[src/core/ctl_pins_pkg.sv]
// shared constants for the clock control and status pin block
package ctl_pins_pkg;

	// register byte offsets on the bus
	localparam logic [7:0] OFS_CTRL = 8'h00;
	localparam logic [7:0] OFS_STEP = 8'h04;
	localparam logic [7:0] OFS_STATUS = 8'h08;
	localparam logic [7:0] OFS_MASK = 8'h0c;
	localparam logic [7:0] OFS_PINS = 8'h10;
	localparam logic [7:0] OFS_FREQ_BASE = 8'h20;

	// control register fields
	localparam int CTRL_SEL_LSB = 0;
	localparam int CTRL_SEL_W = 2;

	// status and mask layout, one event bit each
	localparam int EV_LOCK = 0;
	localparam int EV_LOSS_LSB = 1;
	localparam int EV_XTAL = 5;
	localparam int EV_W = 6;

	// pin readback layout
	localparam int PIN_LOCK = 0;
	localparam int PIN_LOSS_LSB = 1;
	localparam int PIN_XTAL = 5;
	localparam int PIN_DISABLE = 6;
	localparam int PIN_OUT_EN = 7;

	// reset values
	localparam logic [CTRL_SEL_W-1:0] SEL_RST = 2'h0;
	localparam logic [31:0] STEP_RST = 32'h0000_0001;
	localparam logic [31:0] FREQ_RST = 32'h0000_0000;
	localparam logic [EV_W-1:0] MASK_RST = 6'h00;

	// number of monitored clock inputs, one per loss pin
	localparam int NUM_INPUTS = 4;

	// read answer for a hole in the map
	localparam logic [31:0] UNMAPPED_DATA = 32'h0000_0000;

	// htrans codes of the bus
	localparam logic [1:0] HTRANS_NONSEQ = 2'h2;

	// decoded register identities
	typedef enum {
		REG_CTRL,
		REG_STEP,
		REG_STATUS,
		REG_MASK,
		REG_PINS,
		REG_FREQ,
		REG_NONE
	} reg_id_type;

endpackage

[src/core/clock_ctl_pins.sv]
// control and status pin logic of a clock multiplier, with bus registers
//
// Our own choices: the placing of the registers and the AHB-Lite register port.
`timescale 1ns/100ps
`default_nettype none
module clock_ctl_pins #(
	parameter int NUM_OUTPUTS = 4, // outputs that can be stepped
	parameter int FREQ_W = 32 // width of each frequency word
) (
	// bus clock and reset
	input wire logic hclk,
	input wire logic hresetn,
	// ahb-lite slave
	input wire logic hsel,
	input wire logic [31:0] haddr,
	input wire logic [1:0] htrans,
	input wire logic hwrite,
	input wire logic [2:0] hsize,
	input wire logic [31:0] hwdata,
	input wire logic hready,
	output logic hreadyout,
	output logic hresp,
	output logic [31:0] hrdata,
	// device pins
	input wire logic device_reset_n,
	input wire logic output_disable,
	input wire logic freq_step_up,
	input wire logic freq_step_down,
	// loop and input monitors, high means the condition holds
	input wire logic pll_lock_det,
	input wire logic [ctl_pins_pkg::NUM_INPUTS-1:0] clock_loss_det,
	input wire logic crystal_loss_det,
	// status pins
	output logic pll_locked_status,
	output logic input_zero_clock_loss_n,
	output logic input_one_clock_loss_n,
	output logic input_two_clock_loss_n,
	output logic input_three_clock_loss_n,
	output logic crystal_signal_loss_n,
	output logic status_change_irq_n,
	output logic irq,
	// output side
	output logic [NUM_OUTPUTS-1:0] clock_out_en,
	output logic [NUM_OUTPUTS-1:0][FREQ_W-1:0] freq_word
);
	import ctl_pins_pkg::*;

	// parameters the logic cannot serve are refused
	if (NUM_OUTPUTS < 1 || NUM_OUTPUTS > (1 << CTRL_SEL_W)) begin : g_bad_n
		$error("NUM_OUTPUTS must lie between 1 and 4");
	end
	if (FREQ_W < 2 || FREQ_W > 32) begin : g_bad_w
		$error("FREQ_W must lie between 2 and 32");
	end

	// map an address to a register identity
	function automatic reg_id_type decode_reg(input logic [31:0] a);
		logic [7:0] o;
		o = a[7:0];
		if (o == OFS_CTRL) begin
			decode_reg = REG_CTRL;
		end else if (o == OFS_STEP) begin
			decode_reg = REG_STEP;
		end else if (o == OFS_STATUS) begin
			decode_reg = REG_STATUS;
		end else if (o == OFS_MASK) begin
			decode_reg = REG_MASK;
		end else if (o == OFS_PINS) begin
			decode_reg = REG_PINS;
		end else if (o >= OFS_FREQ_BASE && o[1:0] == 2'h0 &&
				(o - OFS_FREQ_BASE) < 8'(4 * NUM_OUTPUTS)) begin
			decode_reg = REG_FREQ;
		end else begin
			decode_reg = REG_NONE;
		end
	endfunction

	// frequency word index from an address
	function automatic logic [CTRL_SEL_W-1:0] freq_index(
			input logic [31:0] a);
		logic [7:0] d;
		d = a[7:0] - OFS_FREQ_BASE;
		freq_index = d[CTRL_SEL_W+1:2];
	endfunction

	// device reset acts as a synchronous clear of everything below except the bus slave registers
	logic soft_clr;
	assign soft_clr = ~device_reset_n;

	// ---------------- bus slave ----------------

	logic take; // address phase accepted this edge
	logic wr_pend_r; // write data phase in progress
	logic [31:0] wr_addr_r; // address of that write
	logic rd_wait_r; // one wait state for reads
	logic [31:0] rd_addr_r; // address of pending read
	logic [31:0] hrdata_r; // registered read data
	reg_id_type wr_id; // decoded write target
	reg_id_type rd_id; // decoded read target

	assign take = hsel && hready && htrans == HTRANS_NONSEQ;
	assign wr_id = decode_reg(wr_addr_r);
	assign rd_id = decode_reg(rd_addr_r);

	// address phase capture for writes
	always_ff @(posedge hclk or negedge hresetn) begin
		if (!hresetn) begin
			wr_pend_r <= 1'b0;
			wr_addr_r <= 32'h0000_0000;
		end else if (hready) begin
			wr_pend_r <= take && hwrite;
			if (take && hwrite) begin
				wr_addr_r <= haddr;
			end
		end
	end

	// address phase capture for reads, then one wait state
	always_ff @(posedge hclk or negedge hresetn) begin
		if (!hresetn) begin
			rd_wait_r <= 1'b0;
			rd_addr_r <= 32'h0000_0000;
		end else if (rd_wait_r) begin
			rd_wait_r <= 1'b0;
		end else if (take && !hwrite) begin
			rd_wait_r <= 1'b1;
			rd_addr_r <= haddr;
		end
	end

	// writes need no wait, reads one, errors never
	assign hreadyout = ~rd_wait_r;
	assign hresp = 1'b0;
	assign hrdata = hrdata_r;

	// one-cycle write strobes per register
	logic wr_ctrl, wr_step, wr_status, wr_mask;
	assign wr_ctrl = wr_pend_r && wr_id == REG_CTRL;
	assign wr_step = wr_pend_r && wr_id == REG_STEP;
	assign wr_status = wr_pend_r && wr_id == REG_STATUS;
	assign wr_mask = wr_pend_r && wr_id == REG_MASK;

	// ---------------- configuration registers ----------------

	logic [CTRL_SEL_W-1:0] sel_r; // output hit by step pins
	logic [FREQ_W-1:0] step_r; // size of one frequency step

	// output select
	always_ff @(posedge hclk or negedge hresetn) begin
		if (!hresetn) begin
			sel_r <= SEL_RST;
		end else if (soft_clr) begin
			sel_r <= SEL_RST;
		end else if (wr_ctrl) begin
			sel_r <= hwdata[CTRL_SEL_LSB +: CTRL_SEL_W];
		end
	end

	// step size
	always_ff @(posedge hclk or negedge hresetn) begin
		if (!hresetn) begin
			step_r <= STEP_RST[FREQ_W-1:0];
		end else if (soft_clr) begin
			step_r <= STEP_RST[FREQ_W-1:0];
		end else if (wr_step) begin
			step_r <= hwdata[FREQ_W-1:0];
		end
	end

	// ---------------- frequency stepping ----------------

	logic [1:0] step_rise; // bit 0 up, bit 1 down

	// undriven pins are pulled low on the board, so idle means no step
	pin_rise #(
		.W(2)
	) u_step_edge (
		.hclk(hclk),
		.hresetn(hresetn),
		.clr(soft_clr),
		.level({freq_step_down, freq_step_up}),
		.rise(step_rise)
	);

	logic [NUM_OUTPUTS-1:0][FREQ_W-1:0] freq_r; // per output words

	// one word per output; bus write wins over a pin step
	for (genvar i = 0; i < NUM_OUTPUTS; i++) begin : g_freq
		logic hit; // this output is the step target
		logic bus_wr; // bus writes this word
		assign hit = sel_r == CTRL_SEL_W'(i);
		assign bus_wr = wr_pend_r && wr_id == REG_FREQ &&
			freq_index(wr_addr_r) == CTRL_SEL_W'(i);
		always_ff @(posedge hclk or negedge hresetn) begin
			if (!hresetn) begin
				freq_r[i] <= FREQ_RST[FREQ_W-1:0];
			end else if (soft_clr) begin
				freq_r[i] <= FREQ_RST[FREQ_W-1:0];
			end else if (bus_wr) begin
				freq_r[i] <= hwdata[FREQ_W-1:0];
			end else if (hit && step_rise == 2'h1) begin
				freq_r[i] <= freq_r[i] + step_r;
			end else if (hit && step_rise == 2'h2) begin
				freq_r[i] <= freq_r[i] - step_r;
			end
		end
	end

	assign freq_word = freq_r;

	// ---------------- output enables ----------------

	logic out_en_r; // outputs allowed to run

	// outputs run only when out of reset and not disabled
	always_ff @(posedge hclk or negedge hresetn) begin
		if (!hresetn) begin
			out_en_r <= 1'b0;
		end else if (soft_clr) begin
			out_en_r <= 1'b0;
		end else begin
			out_en_r <= ~output_disable;
		end
	end

	// the pin also gates directly so reset blanks at once
	assign clock_out_en = {NUM_OUTPUTS{out_en_r & device_reset_n}};

	// ---------------- status pins ----------------

	logic lock_r; // registered lock state
	logic [NUM_INPUTS-1:0] loss_n_r; // low while an input is lost
	logic xtal_n_r; // low while crystal is lost
	logic mon_valid_r; // history is meaningful

	// mirror the monitors onto the pins; after reset show no lock
	always_ff @(posedge hclk or negedge hresetn) begin
		if (!hresetn) begin
			lock_r <= 1'b0;
			loss_n_r <= '1;
			xtal_n_r <= 1'b1;
		end else if (soft_clr) begin
			lock_r <= 1'b0;
			loss_n_r <= '1;
			xtal_n_r <= 1'b1;
		end else begin
			lock_r <= pll_lock_det;
			loss_n_r <= ~clock_loss_det;
			xtal_n_r <= ~crystal_loss_det;
		end
	end

	assign pll_locked_status = lock_r;
	assign input_zero_clock_loss_n = loss_n_r[0];
	assign input_one_clock_loss_n = loss_n_r[1];
	assign input_two_clock_loss_n = loss_n_r[2];
	assign input_three_clock_loss_n = loss_n_r[3];
	assign crystal_signal_loss_n = xtal_n_r;

	// the first sample after reset is no change
	always_ff @(posedge hclk or negedge hresetn) begin
		if (!hresetn) begin
			mon_valid_r <= 1'b0;
		end else if (soft_clr) begin
			mon_valid_r <= 1'b0;
		end else begin
			mon_valid_r <= 1'b1;
		end
	end

	// ---------------- events and interrupt ----------------

	logic [EV_W-1:0] ev_set; // one-cycle change pulses
	logic [EV_W-1:0] ev_status; // sticky bits
	logic [EV_W-1:0] ev_mask; // mask bits

	// any change of a monitored level is an event
	always_comb begin
		ev_set = '0;
		if (mon_valid_r) begin
			ev_set[EV_LOCK] = lock_r ^ pll_lock_det;
			ev_set[EV_LOSS_LSB +: NUM_INPUTS] = loss_n_r ^ ~clock_loss_det;
			ev_set[EV_XTAL] = xtal_n_r ^ ~crystal_loss_det;
		end
	end

	event_status #(
		.W(EV_W),
		.MASK_INIT(MASK_RST)
	) u_events (
		.hclk(hclk),
		.hresetn(hresetn),
		.clr(soft_clr),
		.ev_set(ev_set),
		.clr_wr(wr_status),
		.mask_wr(wr_mask),
		.wdata(hwdata[EV_W-1:0]),
		.status(ev_status),
		.mask(ev_mask),
		.irq(irq)
	);

	assign status_change_irq_n = ~irq;

	// ---------------- read data ----------------

	logic [31:0] rd_mux; // value of the addressed register

	// select read value, holes read as zero
	always_comb begin
		rd_mux = UNMAPPED_DATA;
		case (rd_id)
			REG_CTRL: begin
				rd_mux[CTRL_SEL_LSB +: CTRL_SEL_W] = sel_r;
			end
			REG_STEP: begin
				rd_mux[FREQ_W-1:0] = step_r;
			end
			REG_STATUS: begin
				rd_mux[EV_W-1:0] = ev_status;
			end
			REG_MASK: begin
				rd_mux[EV_W-1:0] = ev_mask;
			end
			REG_PINS: begin
				rd_mux[PIN_LOCK] = lock_r;
				rd_mux[PIN_LOSS_LSB +: NUM_INPUTS] = loss_n_r;
				rd_mux[PIN_XTAL] = xtal_n_r;
				rd_mux[PIN_DISABLE] = output_disable;
				rd_mux[PIN_OUT_EN] = out_en_r;
			end
			REG_FREQ: begin
				rd_mux[FREQ_W-1:0] = freq_r[freq_index(rd_addr_r)];
			end
			default: begin
				rd_mux = UNMAPPED_DATA;
			end
		endcase
	end

	// data latched at the end of the wait state
	always_ff @(posedge hclk or negedge hresetn) begin
		if (!hresetn) begin
			hrdata_r <= 32'h0000_0000;
		end else if (rd_wait_r) begin
			hrdata_r <= rd_mux;
		end
	end

endmodule
`default_nettype wire

[src/core/event_status.sv]
// sticky event status with write-one-to-clear, mask and interrupt
`timescale 1ns/100ps
`default_nettype none
module event_status #(
	parameter int W = 6,
	parameter logic [W-1:0] MASK_INIT = '0
) (
	input wire logic hclk,
	input wire logic hresetn,
	input wire logic clr,
	input wire logic [W-1:0] ev_set,
	input wire logic clr_wr,
	input wire logic mask_wr,
	input wire logic [W-1:0] wdata,
	output logic [W-1:0] status,
	output logic [W-1:0] mask,
	output logic irq
);

	logic [W-1:0] status_r; // sticky event bits
	logic [W-1:0] mask_r; // one enables the bit onto irq

	// sticky bits, a new event beats a clear in the same cycle
	always_ff @(posedge hclk or negedge hresetn) begin
		if (!hresetn) begin
			status_r <= '0;
		end else if (clr) begin
			status_r <= '0;
		end else begin
			status_r <= (status_r & ~({W{clr_wr}} & wdata)) | ev_set;
		end
	end

	// mask register
	always_ff @(posedge hclk or negedge hresetn) begin
		if (!hresetn) begin
			mask_r <= MASK_INIT;
		end else if (clr) begin
			mask_r <= MASK_INIT;
		end else if (mask_wr) begin
			mask_r <= wdata;
		end
	end

	assign status = status_r;
	assign mask = mask_r;
	assign irq = |(status_r & mask_r);

endmodule
`default_nettype wire

[src/core/pin_rise.sv]
// rising edge detector for synchronous pin levels
`timescale 1ns/100ps
`default_nettype none
module pin_rise #(
	parameter int W = 2
) (
	input wire logic hclk,
	input wire logic hresetn,
	input wire logic clr,
	input wire logic [W-1:0] level,
	output logic [W-1:0] rise
);

	// last sampled level; starts high so a pin held high gives no step
	logic [W-1:0] prev_r;

	// keep one sample of history
	always_ff @(posedge hclk or negedge hresetn) begin
		if (!hresetn) begin
			prev_r <= '1;
		end else if (clr) begin
			prev_r <= '1;
		end else begin
			prev_r <= level;
		end
	end

	// one-cycle pulse per low to high change
	assign rise = level & ~prev_r & {W{~clr}};

endmodule
`default_nettype wire

[config.mk]
export PLATFORM = sky130hd
export DESIGN_NAME = clock_ctl_pins
export DESIGN_NICKNAME = d
export VERILOG_FILES = /design/src/core/ctl_pins_pkg.sv /design/src/core/clock_ctl_pins.sv /design/src/core/event_status.sv /design/src/core/pin_rise.sv
export SDC_FILE = /design/constraint.sdc
export NUM_CORES = 1
export LEC_CHECK = 0
export BUFFER_PORTS_ARGS = -buffer_cell sky130_fd_sc_hd__buf_2
export CAP_MARGIN = 40
export CELL_PAD_IN_SITES_DETAIL_PLACEMENT = 1
export CELL_PAD_IN_SITES_GLOBAL_PLACEMENT = 1
export CORE_AREA = 2 2 229 231
export CTS_CLUSTER_SIZE = 28
export DETAILED_ROUTE_END_ITERATION = 6
export DIE_AREA = 0 0 231 233
export PLACE_DENSITY_LB_ADDON = 0.08
export SETUP_SLACK_MARGIN = 0.15
export SLEW_MARGIN = 10
export SYNTH_ARGS = -nofsm -noshare
export SYNTH_HDL_FRONTEND = slang
export SYNTH_SLANG_ARGS = --single-unit
[constraint.sdc]
create_clock -name hclk -period 16.3 [get_ports hclk]
set_clock_uncertainty 0.1 [all_clocks]
set_input_delay 3.26 -clock hclk [delete_from_list [all_inputs] [get_ports hclk]]
set_output_delay 3.26 -clock hclk [all_outputs]
set_load 0.01 [all_outputs]
==> run summary, run 1 <==
The critical path ends at freq_word[27]. Clock-pin slew on the worst setup and hold paths: 0.06 ns. The total overflow left after global routing is 0. In this run the remaining antenna-violating nets after routing total 0. The per-cell via count in the routed design is 6.12.

The run gives 0.350 as the worst slew margin relative to its limit. TritonCTS built the clock tree. The cell at the root of the clock tree is clkbuf_16.

The area of the core region came out at 51,100 µm². Most common library cell in the layout ignoring fill and taps: nand2_1. The logs give 1 for the CTS H-tree depth and 0.353 for the sequential fraction of design power. The worst setup path is launched from a primary input. The run finished with clean final reports. The data arrival at the endpoint of the critical path is 8.38 ns.

The tools report the final design utilization as 0.454. Setup repair after global routing left no endpoint under its margin. In the synthesized netlist the dominant register cell turns out to be dfrtp_1. The share of flip-flops with an asynchronous set or reset after synthesis works out to 1.00. The starting density of the core is 0.398. The width of the die was 231 µm; the finished layout cell area was 23,200 µm².

Share of layout cells above drive strength 1: 0.152. The worst setup path is of the in -> reg kind. Largest fanout of any net on the critical path: 35. The switching power was 0.605 mW. The number of different library cells used by synthesis comes to 76. The total of flip-flops plus latches after synthesis works out to 234. The total track usage is 0.330.

The part of the power in combinational logic came out at 0.236. The startpoint identified for the worst register-to-register timing path is step_r[1]. The instance area at placement is 22,000 µm², and the synthesis warning total is 0. The routed layout has 20,300 vias. Adding up every negative setup slack in the final design gives 0 ns. The slack of the worst reg-to-reg path was 9.45 ns; the switching part of the total was 0.321. The power density over cell area was 81.3 nW/µm²; the clock network fraction of design power was 0.411. At the end of routability-driven placement, the weighted congestion stood at 0.946. Compared with the post-synthesis result, the final layout area differs by 14.1%. The number of cells traversed by the worst register-to-register path is 20. The kind of end point of the critical path was a flip-flop. The floorplan step defined a die boundary enclosing 53,800 µm². Port buffering added 229 buffers. For the placed wire-length estimate, the log shows 70,500 µm. The share of synthesized area occupied by flip-flops and latches was 0.289. The wire length reported by the detailed router was 89,900 µm; the detailed-routing iteration count for the pre-antenna-repair pass was 5.

Across all setup checks in the final design, the least slack found is 8.30 ns. The number of pins with negative max-slew slack in the final report is 0, and the wire length of the first global-routing pass is 133,000 µm. The run gives 83 as the cell row count. The logs give 86.4 µV for the maximum VDD drop and 31 for the number of CTS-inserted buffers. Entering global routing, the biggest net connects 116 pins. Summing every instance area after synthesis gives 20,300 µm².

The number of sinks driven by the clock tree is 234, and the time the worst path needs with I/O delays and setup is 8.00 ns. The tools report the hold violation count in the final report as 0. After the first detailed-routing iteration, the DRC count stood at 1,822. The run gives 0 as the final setup violation count. The cell count after synthesis came out at 2,492. 258 I/O pins were placed.

Based on the critical path, the design can be clocked at up to 125 MHz. Internal power: 1.28 mW. For the worst setup path, the data required time is 16.68 ns. The worst register-to-register path ends at freq_word[95]. Counting along the longest clock path gives a buffer depth of 3.

Synthesized netlist net count: 2,735. The average instance area after synthesis is 8.15 µm². Number of nets in the finished design: 2,861. The via count of the first global-routing pass came out at 19,900. In this run the static leakage power is 11.2 nW.

The number of gates resized after CTS was 0. The count of hold buffers inserted by post-cts repair is 0, and the die boundary height is 233 µm. For the layout filler cell count, the log shows 6,206. The path class of the tightest hold or removal check is reg -> reg. The most critical setup path has its startpoint at device_reset_n.

Max-cap violations in this run came to 0. The run gives 6 as the number of antenna violations at the first check in global routing. Post-route fraction of the period consumed by the critical path: 0.491. Counting flops with a built-in enable in the synthesized netlist gives 0.

In the layout the commonest cells are 341 x nand2_1, 282 x nor2_1, 229 x buf_2. In the routed design, unresolved DRC markers number 0. The transition time at the pin with the least slew margin is 0.976 ns, and the post-CTS setup buffer count is 0. The detailed-route wire length per cell came out at 27.1 µm.

The tools report the clock latency at the later pin of the worst-skew pair as 0.61 ns. OpenSTA, run right after detailed placement, puts the worst setup slack at 7.83 ns.
==> worst min path at each step <==
stage / startpoint / endpoint / slack (ns) / depth (start not counted)
after detailed placement: rd_addr_r[0] / rd_addr_r[0] / 0.36 / 2
after global placement: rd_addr_r[1] / rd_addr_r[1] / 0.35 / 2
final: rd_addr_r[0] / rd_addr_r[0] / 0.37 / 2
after CTS: rd_addr_r[0] / rd_addr_r[0] / 0.38 / 2
after floorplan: rd_addr_r[0] / rd_addr_r[0] / 0.34 / 2
after global routing: rd_addr_r[0] / rd_addr_r[0] / 0.40 / 2
==> power groups by stage <==
| stage | clock network, mW | logic (mW) | registers, mW |
|---|---|---|---|
| 2_1_floorplan | 0 | 0.283 | 0.667 |
| 3_3_place_gp | 0 | 0.429 | 0.672 |
| 3_5_place_dp | 0 | 0.440 | 0.674 |
| 4_1_cts | 0.782 | 0.442 | 0.664 |
| 5_1_grt | 0.805 | 0.487 | 0.670 |
| 6_report | 0.774 | 0.445 | 0.666 |
==> layout make-up <==
class | instances | area [µm²] | area share
clock inverters | 10 | 208 | 0.00896
flip-flops and latches | 234 | 5870 | 0.253
diodes | 1 | 2.50 | 0.000108
multi-input cells | 2050 | 13700 | 0.591
clock buffers | 46 | 922 | 0.0398
inverters | 35 | 134 | 0.00578
well taps | 680 | 851 | 0.0367
repair buffers | 266 | 1500 | 0.0646
==> kinds of logic after synthesis <==
group | Yosys count | share of synthesized area
compound gates | 706 | 0.222
xor+xnor | 233 | 0.100
fa+ha+maj | 159 | 0.0994
buf+inv | 208 | 0.0402
flops | 234 | 0.289
mux | 75 | 0.0574
other cells | 1 | 0.000185
simple gates | 876 | 0.192
==> critical path: stages <==
cell       delay, ns
buf_2           0.08
buf_4           0.42
nand3_1         0.38
or3_1           0.72
o21ai_0         0.73
ha_1            0.36
nand3_1         0.09
a21oi_1         0.10
a2111oi_0       0.47
o21bai_1        0.23
o311ai_0        0.38
buf_2           0.23
a21oi_1         0.13
a31oi_1         0.39
nor4_1          0.10
nor3_1          0.21
a21oi_1         0.09
==> flip-flops by register name, summed over array words and instances, names as in the netlist <==
register / cells
freq_word: 128
hrdata: 32
step_r: 32
rd_addr_r: 8
wr_addr_r: 8
u_events.mask: 6
u_events.status: 6
loss_n_r: 4
sel_r: 2
u_step_edge.prev_r: 2
crystal_signal_loss_n: 1
mon_valid_r: 1
out_en_r: 1
pll_locked_status: 1
rd_wait_r: 1
wr_pend_r: 1
==> Yosys cell counts, drive strengths merged (46+ instances only) <==
library cell,count,area share
a21o,83,0.031
a21oi,221,0.054
clkbuf,147,0.027
dfrtp,226,0.28
ha,155,0.095
nand2,342,0.063
nand3,46,0.011
nor2,284,0.052
nor3,47,0.012
o211ai,48,0.018
o21ai,136,0.034
xnor2,131,0.056
xor2,102,0.044
==> layer usage <==
metal / up-vias / track usage / share of wire
met1: 10300 / 0.515 / 0.49
met5: - / 0 / 0
met2: 809 / 0.482 / 0.42
met4: 0 / 0.0538 / 0.013
li1: 9160 / - / -
met3: 73 / 0.0485 / 0.083
==> through the flow <==
stage                     std cells  total power, mW  hold WS (ns)
final                          3322             1.88         0.370
after global routing           3321             1.96         0.404
after CTS                      3321             1.89         0.377
after detailed placement       3265             1.11         0.362
after global placement         3258             1.10         0.354
after floorplan                2492            0.950         0.337
No activity file was read; power rests on OpenSTA's default activity.
==> run 2: changes to the inputs <==
ABC_AREA = 1   (was not set)
CORE_AREA = 2 2 242 244   (was 2 2 229 231)
DIE_AREA = 0 0 244 246   (was 0 0 231 233)
clock period = 7.15 ns   (was 16.3 ns; I/O delays follow)
==> run summary, run 2 <==
The number of antenna violations at the first check in global routing is 0, and the timing-limited maximum frequency is 192 MHz. Yosys mapped a number of flops with a built-in enable equal to 0. The area growth from synthesis to layout came out at 13.0%. The run gives 0 as the hold violation count in the final report. The post-route fraction of the period consumed by the critical path was 0.729; the number of violations of the max-capacitance limit was 0.

In this run the deepest clock path goes through 3 buffers. For the routability congestion estimate, the log shows 0.990. The run finished with clean final reports.

In the layout the commonest cells are 1,053 x nand2_1, 354 x o21ai_0, 285 x nand3_1. The detailed-route wire length per cell is 24.9 µm. The number of port buffers came out at 229. Of all nets on the critical path, the largest fanout is 6. The tools report the layout filler cell count as 7,695. After global routing the overflow that remains totals 0. Pin placement for this block handled 258 I/O pins.

The tools report the starting density of the core as 0.378. Critical path class: reg -> reg. The worst setup path is captured at a flip-flop. Once placement finished, the instance area stood at 23,400 µm². Once layout is complete, the cells apart from fillers number 4,328. The finished layout cell area was 24,500 µm².

STA classifies the critical path startpoint as a flip-flop. The transition time at the pin with the least slew margin was 0.960 ns. Synthesis handed over a netlist of 3,382 instances.

Entering global routing, the biggest net connects 146 pins. The internal power came out at 5.12 mW. The detail route stage leaves a number of antenna-violating nets equal to 0.

The number of pins with negative max-slew slack in the final report was 0; the data arrival at the endpoint of the critical path was 5.56 ns. The placed wire-length estimate came out at 86,500 µm. The width of the die came out at 244 µm.

The average instance area after synthesis was 6.41 µm²; the synthesized cell area was 21,700 µm². The clock net in this run drives a total of 234 sinks. The die boundary height came out at 246 µm.

The min-delay analysis places its worst path in the category reg -> reg. The tools report the slack of the worst reg-to-reg path as 1.94 ns. Summed over all cells, the static leakage comes to 12.6 nW. For the wire length of the first global-routing pass, the log shows 157,000 µm. The highest cell delay on the worst timing path is 0.53 ns, and the time the worst path needs with I/O delays and setup is 5.21 ns.

The routed design has 108,000 µm of wire. Setup repair after global routing left no endpoint under its margin. Ranked by total cell area, the synthesized netlist is headed by dfrtp_1 26%, nand2_1 18%, ha_1 8.9%. Hold is met by 0.386 ns. TritonCTS built the clock tree. Once the clock tree was built, the resizer swapped 0 gates to a different size. Sequential fraction of design power: 0.207. The via count of the first global-routing pass is 24,400, and the cell row count is 88. The synthesized design contains 234 register bits. The cell at the root of the clock tree was clkbuf_16. Post-CTS timing repair inserted 0 buffers for setup.

The analysis attributes to net switching a power of 6.27 mW. The share of synthesized area occupied by flip-flops and latches is 0.270, and the power density over cell area is 465 nW/µm². The violation count after the first detailed-routing iteration was 1,946. The share of layout cells above drive strength 1 was 0.107; the clock-pin slew on the worst setup and hold paths was 0.06 ns. Buffers inserted during clock tree synthesis total 34. After synthesis, the netlist uses 57 different library cells. The cell occurring most often along the worst timing path is nand2_1.

Hold repair after CTS inserted 0 buffers. The maximum VDD drop was 214 µV; the per-cell via count in the routed design was 5.73. The floorplan step defined a die boundary enclosing 60,000 µm². The net count of the finished layout is 3,781. The required time reported for the critical path endpoint was 7.49 ns; the final setup violation count was 0. The H-tree generated during clock tree synthesis spans 2 levels.

The flip-flop count of the largest register, all copies and words added is 128. The largest total area in the synthesized netlist belongs to dfrtp_1. The tools report the detailed-routing iteration count for the pre-antenna-repair pass as 7. Antenna diode instance count: 0. DRC violation count after routing: 0. Sorting the synthesized cells by how often they occur yields 1,055 x nand2_1, 354 x o21ai_0, 285 x nand3_1, 273 x inv_1, 233 x nor2_1.

The tools report the part of the power in combinational logic as 0.637. The cell with the most instances after synthesis is nand2_1. The most common library cell in the layout ignoring fill and taps is nand2_1.

The Yosys step of the flow raised 0 warnings. The total track usage is 0.352, and the share of flip-flops with an asynchronous set or reset after synthesis is 1.00. For the clock network fraction of design power, the log shows 0.156. The logs give 4,267 for the number of instances in the placed design and 24,800 for the via count. For the worst-skew pair, the clock arrives at the later sink with an insertion delay of 0.59 ns. Sum of negative setup slack: 0 ns. For this run, the leading register cell type out of synthesis is dfrtp_1. Cell with the largest stage delay on the worst path: nor3_1. The tools report the worst slew margin relative to its limit as 0.360. Traced cell by cell, the critical path runs through inv_1 > ha_1 > nand2_1 > nor2_1 > inv_2 > nor2_4 > nand2_2 > nor2_4 > nand2_2 > xnor2_1 > o21ai_0 > ha_1 > nand2_1 > nor2_1 > inv_1 > nor3_1 > nand4_1 > nand3_1 > xor2_1 > nand2_1 > nand3_1 > nand2_1.

The area share of the largest cell type after synthesis works out to 0.261. In this run the standard cell core region covers 57,400 µm². The switching part of the total was 0.551; the synthesized netlist net count was 3,625.
## run 2: cell types whose count changed after synthesis, moves of 57 or more
cell	before	now
nand2_1	341	1055
nand3_1	46	285
inv_1	35	273
o21ai_0	136	354
xnor2_1	131	25
clkbuf_1	147	63
a21o_1	83	10
o22ai_1	7	64
## run 2: final cells by class
| cell class | instances | area [µm²] | share of cell area |
|---|---|---|---|
| multi-input cells | 2728 | 14100 | 0.576 |
| flip-flops and latches | 234 | 5870 | 0.239 |
| repair buffers | 249 | 1340 | 0.0545 |
| inverters | 291 | 1100 | 0.0447 |
| clock buffers | 49 | 988 | 0.0403 |
| well taps | 765 | 957 | 0.0390 |
| clock inverters | 12 | 140 | 0.00572 |
## run 2: path summary, 6_finish.rpt
path	from	endpoint	cells after the start
setup / recovery	step_r[1]	freq_word[82]	22
hold / removal	hrdata[27]	hrdata[27]	2
setup reg to reg	step_r[1]	freq_word[82]	22
hold reg to reg	hrdata[27]	hrdata[27]	2
max in group asynchronous	hresetn	wr_addr_r[6]	2
min in group asynchronous	hresetn	freq_word[18]	1
## run 2: logic make-up (layout without fill, tap and decap cells)
logic type | Yosys count | count (layout) | synth area share
muxes | 2 | 2 | 0.00104
AOI/OAI and AO/OA | 758 | 758 | 0.189
other | 1 | 1 | 0.000173
and+or+nand+nor | 1730 | 1730 | 0.335
buffers and inverters | 420 | 601 | 0.0787
adders and majority gates | 159 | 159 | 0.0931
DFF | 234 | 234 | 0.270
xor gates and xnor gates | 78 | 78 | 0.0318
## run 2: stage by stage
step                      setup WS, ns  power [mW]   util
after global placement            1.52        9.21  0.407
after floorplan                   2.80        6.77      -
after global routing              1.68        12.2  0.427
after detailed placement          1.51        9.39  0.408
after CTS                         2.10        11.2  0.427
final                             1.94        11.4  0.427
## run 2: worst max-delay path: cells and delay by family (launching register included)
family / cells / cell delay, ns
adders and majority gates: 2 / 0.64
and+or+nand+nor: 14 / 2.79
xor gates and xnor gates: 2 / 0.51
buffers and inverters: 3 / 0.42
DFF: 1 / 0.40
AOI/OAI and AO/OA: 1 / 0.23
## run 2: power by group through the flow
stage               clock [mW]  sequential (mW)  combinational [mW]
floorplan                    0             2.23                4.54
global placement             0             2.35                6.85
detailed placement           0             2.37                7.02
CTS                       1.80             2.35                7.09
global route              1.85             2.39                7.99
finish                    1.78             2.36                7.25
## run 2: routing by layer
metal / vias up / global-route usage / share of wire
li1: 11600 / - / -
met1: 12200 / 0.472 / 0.44
met2: 821 / 0.572 / 0.45
met3: 195 / 0.0425 / 0.058
met4: 0 / 0.154 / 0.048
met5: - / 0 / 0
==> run 3: changes to the inputs <==
ABC_AREA = 0   (was 1)
CORE_AREA = 2 2 229 231   (was 2 2 242 244)
DIE_AREA = 0 0 231 233   (was 0 0 244 246)
clock period = 4.6 ns   (was 7.15 ns; I/O delays follow)
==> run summary, run 3 (synthesis gave the netlist of run 1 again) <==
TritonCTS built the clock tree. Cell with the largest stage delay on the worst path: or4_4. Most used routing layer in global routing: met2. For this design the static power due to leakage is 14.2 nW. Global routing met2 resource utilization: 0.568. For the number of routed nets with antenna violations, the log shows 0. The worst setup path is launched from a flip-flop. Cell occurring most often along the worst timing path: or3_4.

The flow ran to the end, but the final reports show violations. Relative to the synthesized area, the layout overhead comes to 43.1%. The flip-flop count of the largest register, all copies and words added came out at 128. In the routed layout, each cell is associated on average with a via count of 6.01. The via count of the first global-routing pass came out at 23,400.

The timing-limited maximum frequency was 182 MHz. The congestion estimate from routability-driven global placement came to 0.973. The transition time at the pin with the least slew margin was 0.948 ns; the die footprint was 53,800 µm².

In this run the horizontal extent of the chip is 231 µm. Setup repair after global routing could not meet its margin everywhere. Switching part of the total: 0.343.

The area of the core region is 51,100 µm², and the largest fanout of any net on the critical path is 4. The placed wire-length estimate came out at 78,300 µm. The number of hold buffers added after CTS was 0. On the final layout, the worst hold slack is 0.197 ns. The number of pins with negative max-slew slack in the final report was 0.

The post-route fraction of the period consumed by the critical path is 1.19, and the clock network fraction of design power is 0.358. The part of the power in combinational logic is 0.305. Worst slew margin relative to its limit: 0.366. In the final routed layout, each cell accounts on average for 26.7 µm. The total buffers and inverters traversed by the critical path came out at 2.

The worst setup path startpoint is step_r[1]. The first global-routing pass estimated 149,000 µm of wire. In the routed design, unresolved DRC markers number 0. The run gives 4.69 mW as the internal power. Before antenna repair, the detailed router went through 5 iterations. Traced cell by cell, the critical path runs through inv_2 > ha_4 > or3b_4 > or3_4 > or3_4 > or2_4 > or4_4 > buf_6 > nor2_4 > nor2_2 > xor2_2 > ha_1 > and3_4 > and2_1 > a22o_1 > a311o_1 > a221o_1 > nor4_1 > nand3b_1 > xnor2_1 > a211oi_1. Data arrival at the endpoint of the critical path: 5.90 ns. The maximum VDD drop was 301 µV; the switching power was 2.45 mW. The tools report the cell row count as 83.

The global-route met3 utilization was 0.0417; the number of buffers between clock root and the deepest sink was 3. After the first detailed-routing iteration, the DRC count stood at 2,057. The routed design has 103,000 µm of wire. Startpoint of the most critical register-to-register path: step_r[1].

The run gives 5.01 ns as the required time reported for the critical path endpoint. The cell sitting at the root of the clock tree is a clkbuf_16. Port buffering added 229 buffers. In this run, CTS created clock tree buffers numbering 31. In this run the vertical extent of the chip is 233 µm.

Summing all non-filler instances in the final layout gives an area of 29,100 µm². The gate family responsible for the most delay along the worst path is simple AND/OR/NAND/NOR gates. The detailed router placed 23,100 vias in this run. The tool flagged a number of max-cap violations equal to 0. The sequential fraction of design power was 0.337.

Time the worst path needs with I/O delays and setup: 5.49 ns. The highest cell delay on the worst timing path works out to 0.42 ns. The final reports fail on setup timing.

For the worst-skew pair, the clock arrives at the later sink with an insertion delay of 0.63 ns. Summed over all failing endpoints, the final setup total negative slack is -20.54 ns. At the end of the flow, the number of nets in the layout was 3,375. Worst-case setup margin in the final layout: -0.892 ns.

The worst setup path is of the reg -> reg kind. The hold violation count in the final report came out at 0. The type of the most critical hold path is in -> async.

Clock-pin slew was measured on the worst setup and hold paths at 0.06 ns. The final setup violation count is 57, and the share of layout cells above drive strength 1 is 0.373. The number of sinks driven by the clock tree was 234; the global routing met1 resource utilization was 0.550.

The number of antenna violations at the first check in global routing is 6. The kind of end point of the critical path is a flip-flop. The CTS H-tree depth is 1. In the layout the commonest cells are 479 x buf_4, 320 x nand2_1, 267 x nor2_1.

The total track usage is 0.369. The leftover overflow at the end of global routing is 0, and the power density over cell area is 246 nW/µm². The instance area at placement came out at 25,500 µm².

The starting density of the core is 0.398. For this design the top-level I/O count stands at 258. The library cell used most frequently in the layout, excluding fill and tap cells, is buf_4. Entering global routing, the biggest net connects 89 pins.
## run 3: what timing repair did
item,in CTS,in global routing
gates cloned,0,0
resized for setup,219,149
pin swaps,142,129
buffers inserted,45,31
setup endpoints to repair,69,74
## run 3: worst paths after layout
path / end / depth (start not counted) / slack, ns
worst max-delay path: freq_word[95] / 21 / -0.89
worst min-delay path: rd_addr_r[4] / 1 / 0.20
worst max register to register: freq_word[95] / 21 / -0.89
worst min register to register: hrdata[12] / 2 / 0.40
max in group asynchronous: freq_word[53] / 2 / 3.17
min in group hclk: crystal_signal_loss_n / 2 / 0.34
## run 3: per-stage QoR
step            util  setup WS [ns]  cells  power (mW)
2_1_floorplan      -         -0.799   2492        3.41
6_report       0.569         -0.892   3840        7.14
3_5_place_dp   0.500          -1.05   3703        4.23
5_1_grt        0.569          -1.05   3838        7.41
4_1_cts        0.548         -0.820   3806        6.93
3_3_place_gp   0.498         -0.871   3698        4.17
## run 3: final cells by class
cell class | instances | area, µm²
repair buffers | 780 | 5620
inverters | 35 | 134
clock inverters | 17 | 176
flip-flops and latches | 234 | 5870
well taps | 680 | 851
fillers | 5998 | 22000
multi-input cells | 2050 | 15600
clock buffers | 41 | 853
diodes | 3 | 7.51
## run 3: power groups by stage
stage | combinational (mW) | clock, mW | sequential, mW
after floorplan | 1.05 | 0 | 2.36
after global placement | 1.75 | 0 | 2.42
after detailed placement | 1.80 | 0 | 2.43
after CTS | 1.97 | 2.56 | 2.40
after global routing | 2.35 | 2.64 | 2.42
final | 2.18 | 2.56 | 2.41
## run 3: worst reg2reg max path, cell delays in order (launching register included)
cell and delay [ns]:
dfrtp_1 0.39, inv_2 0.09, ha_4 0.14, or3b_4 0.37, or3_4 0.35, or3_4 0.35
or2_4 0.25, or4_4 0.42, buf_6 0.15, nor2_4 0.11, nor2_2 0.06, xor2_2 0.28
ha_1 0.32, and3_4 0.22, and2_1 0.14, a22o_1 0.20, a311o_1 0.34, a221o_1 0.38
nor4_1 0.26, nand3b_1 0.15, xnor2_1 0.07, a211oi_1 0.23
## run 3: routing by layer
layer / share of wire / wire [µm]
met1: 0.46 / 46900
met2: 0.44 / 45200
met3: 0.078 / 8030
met4: 0.024 / 2420
met5: 0 / 0
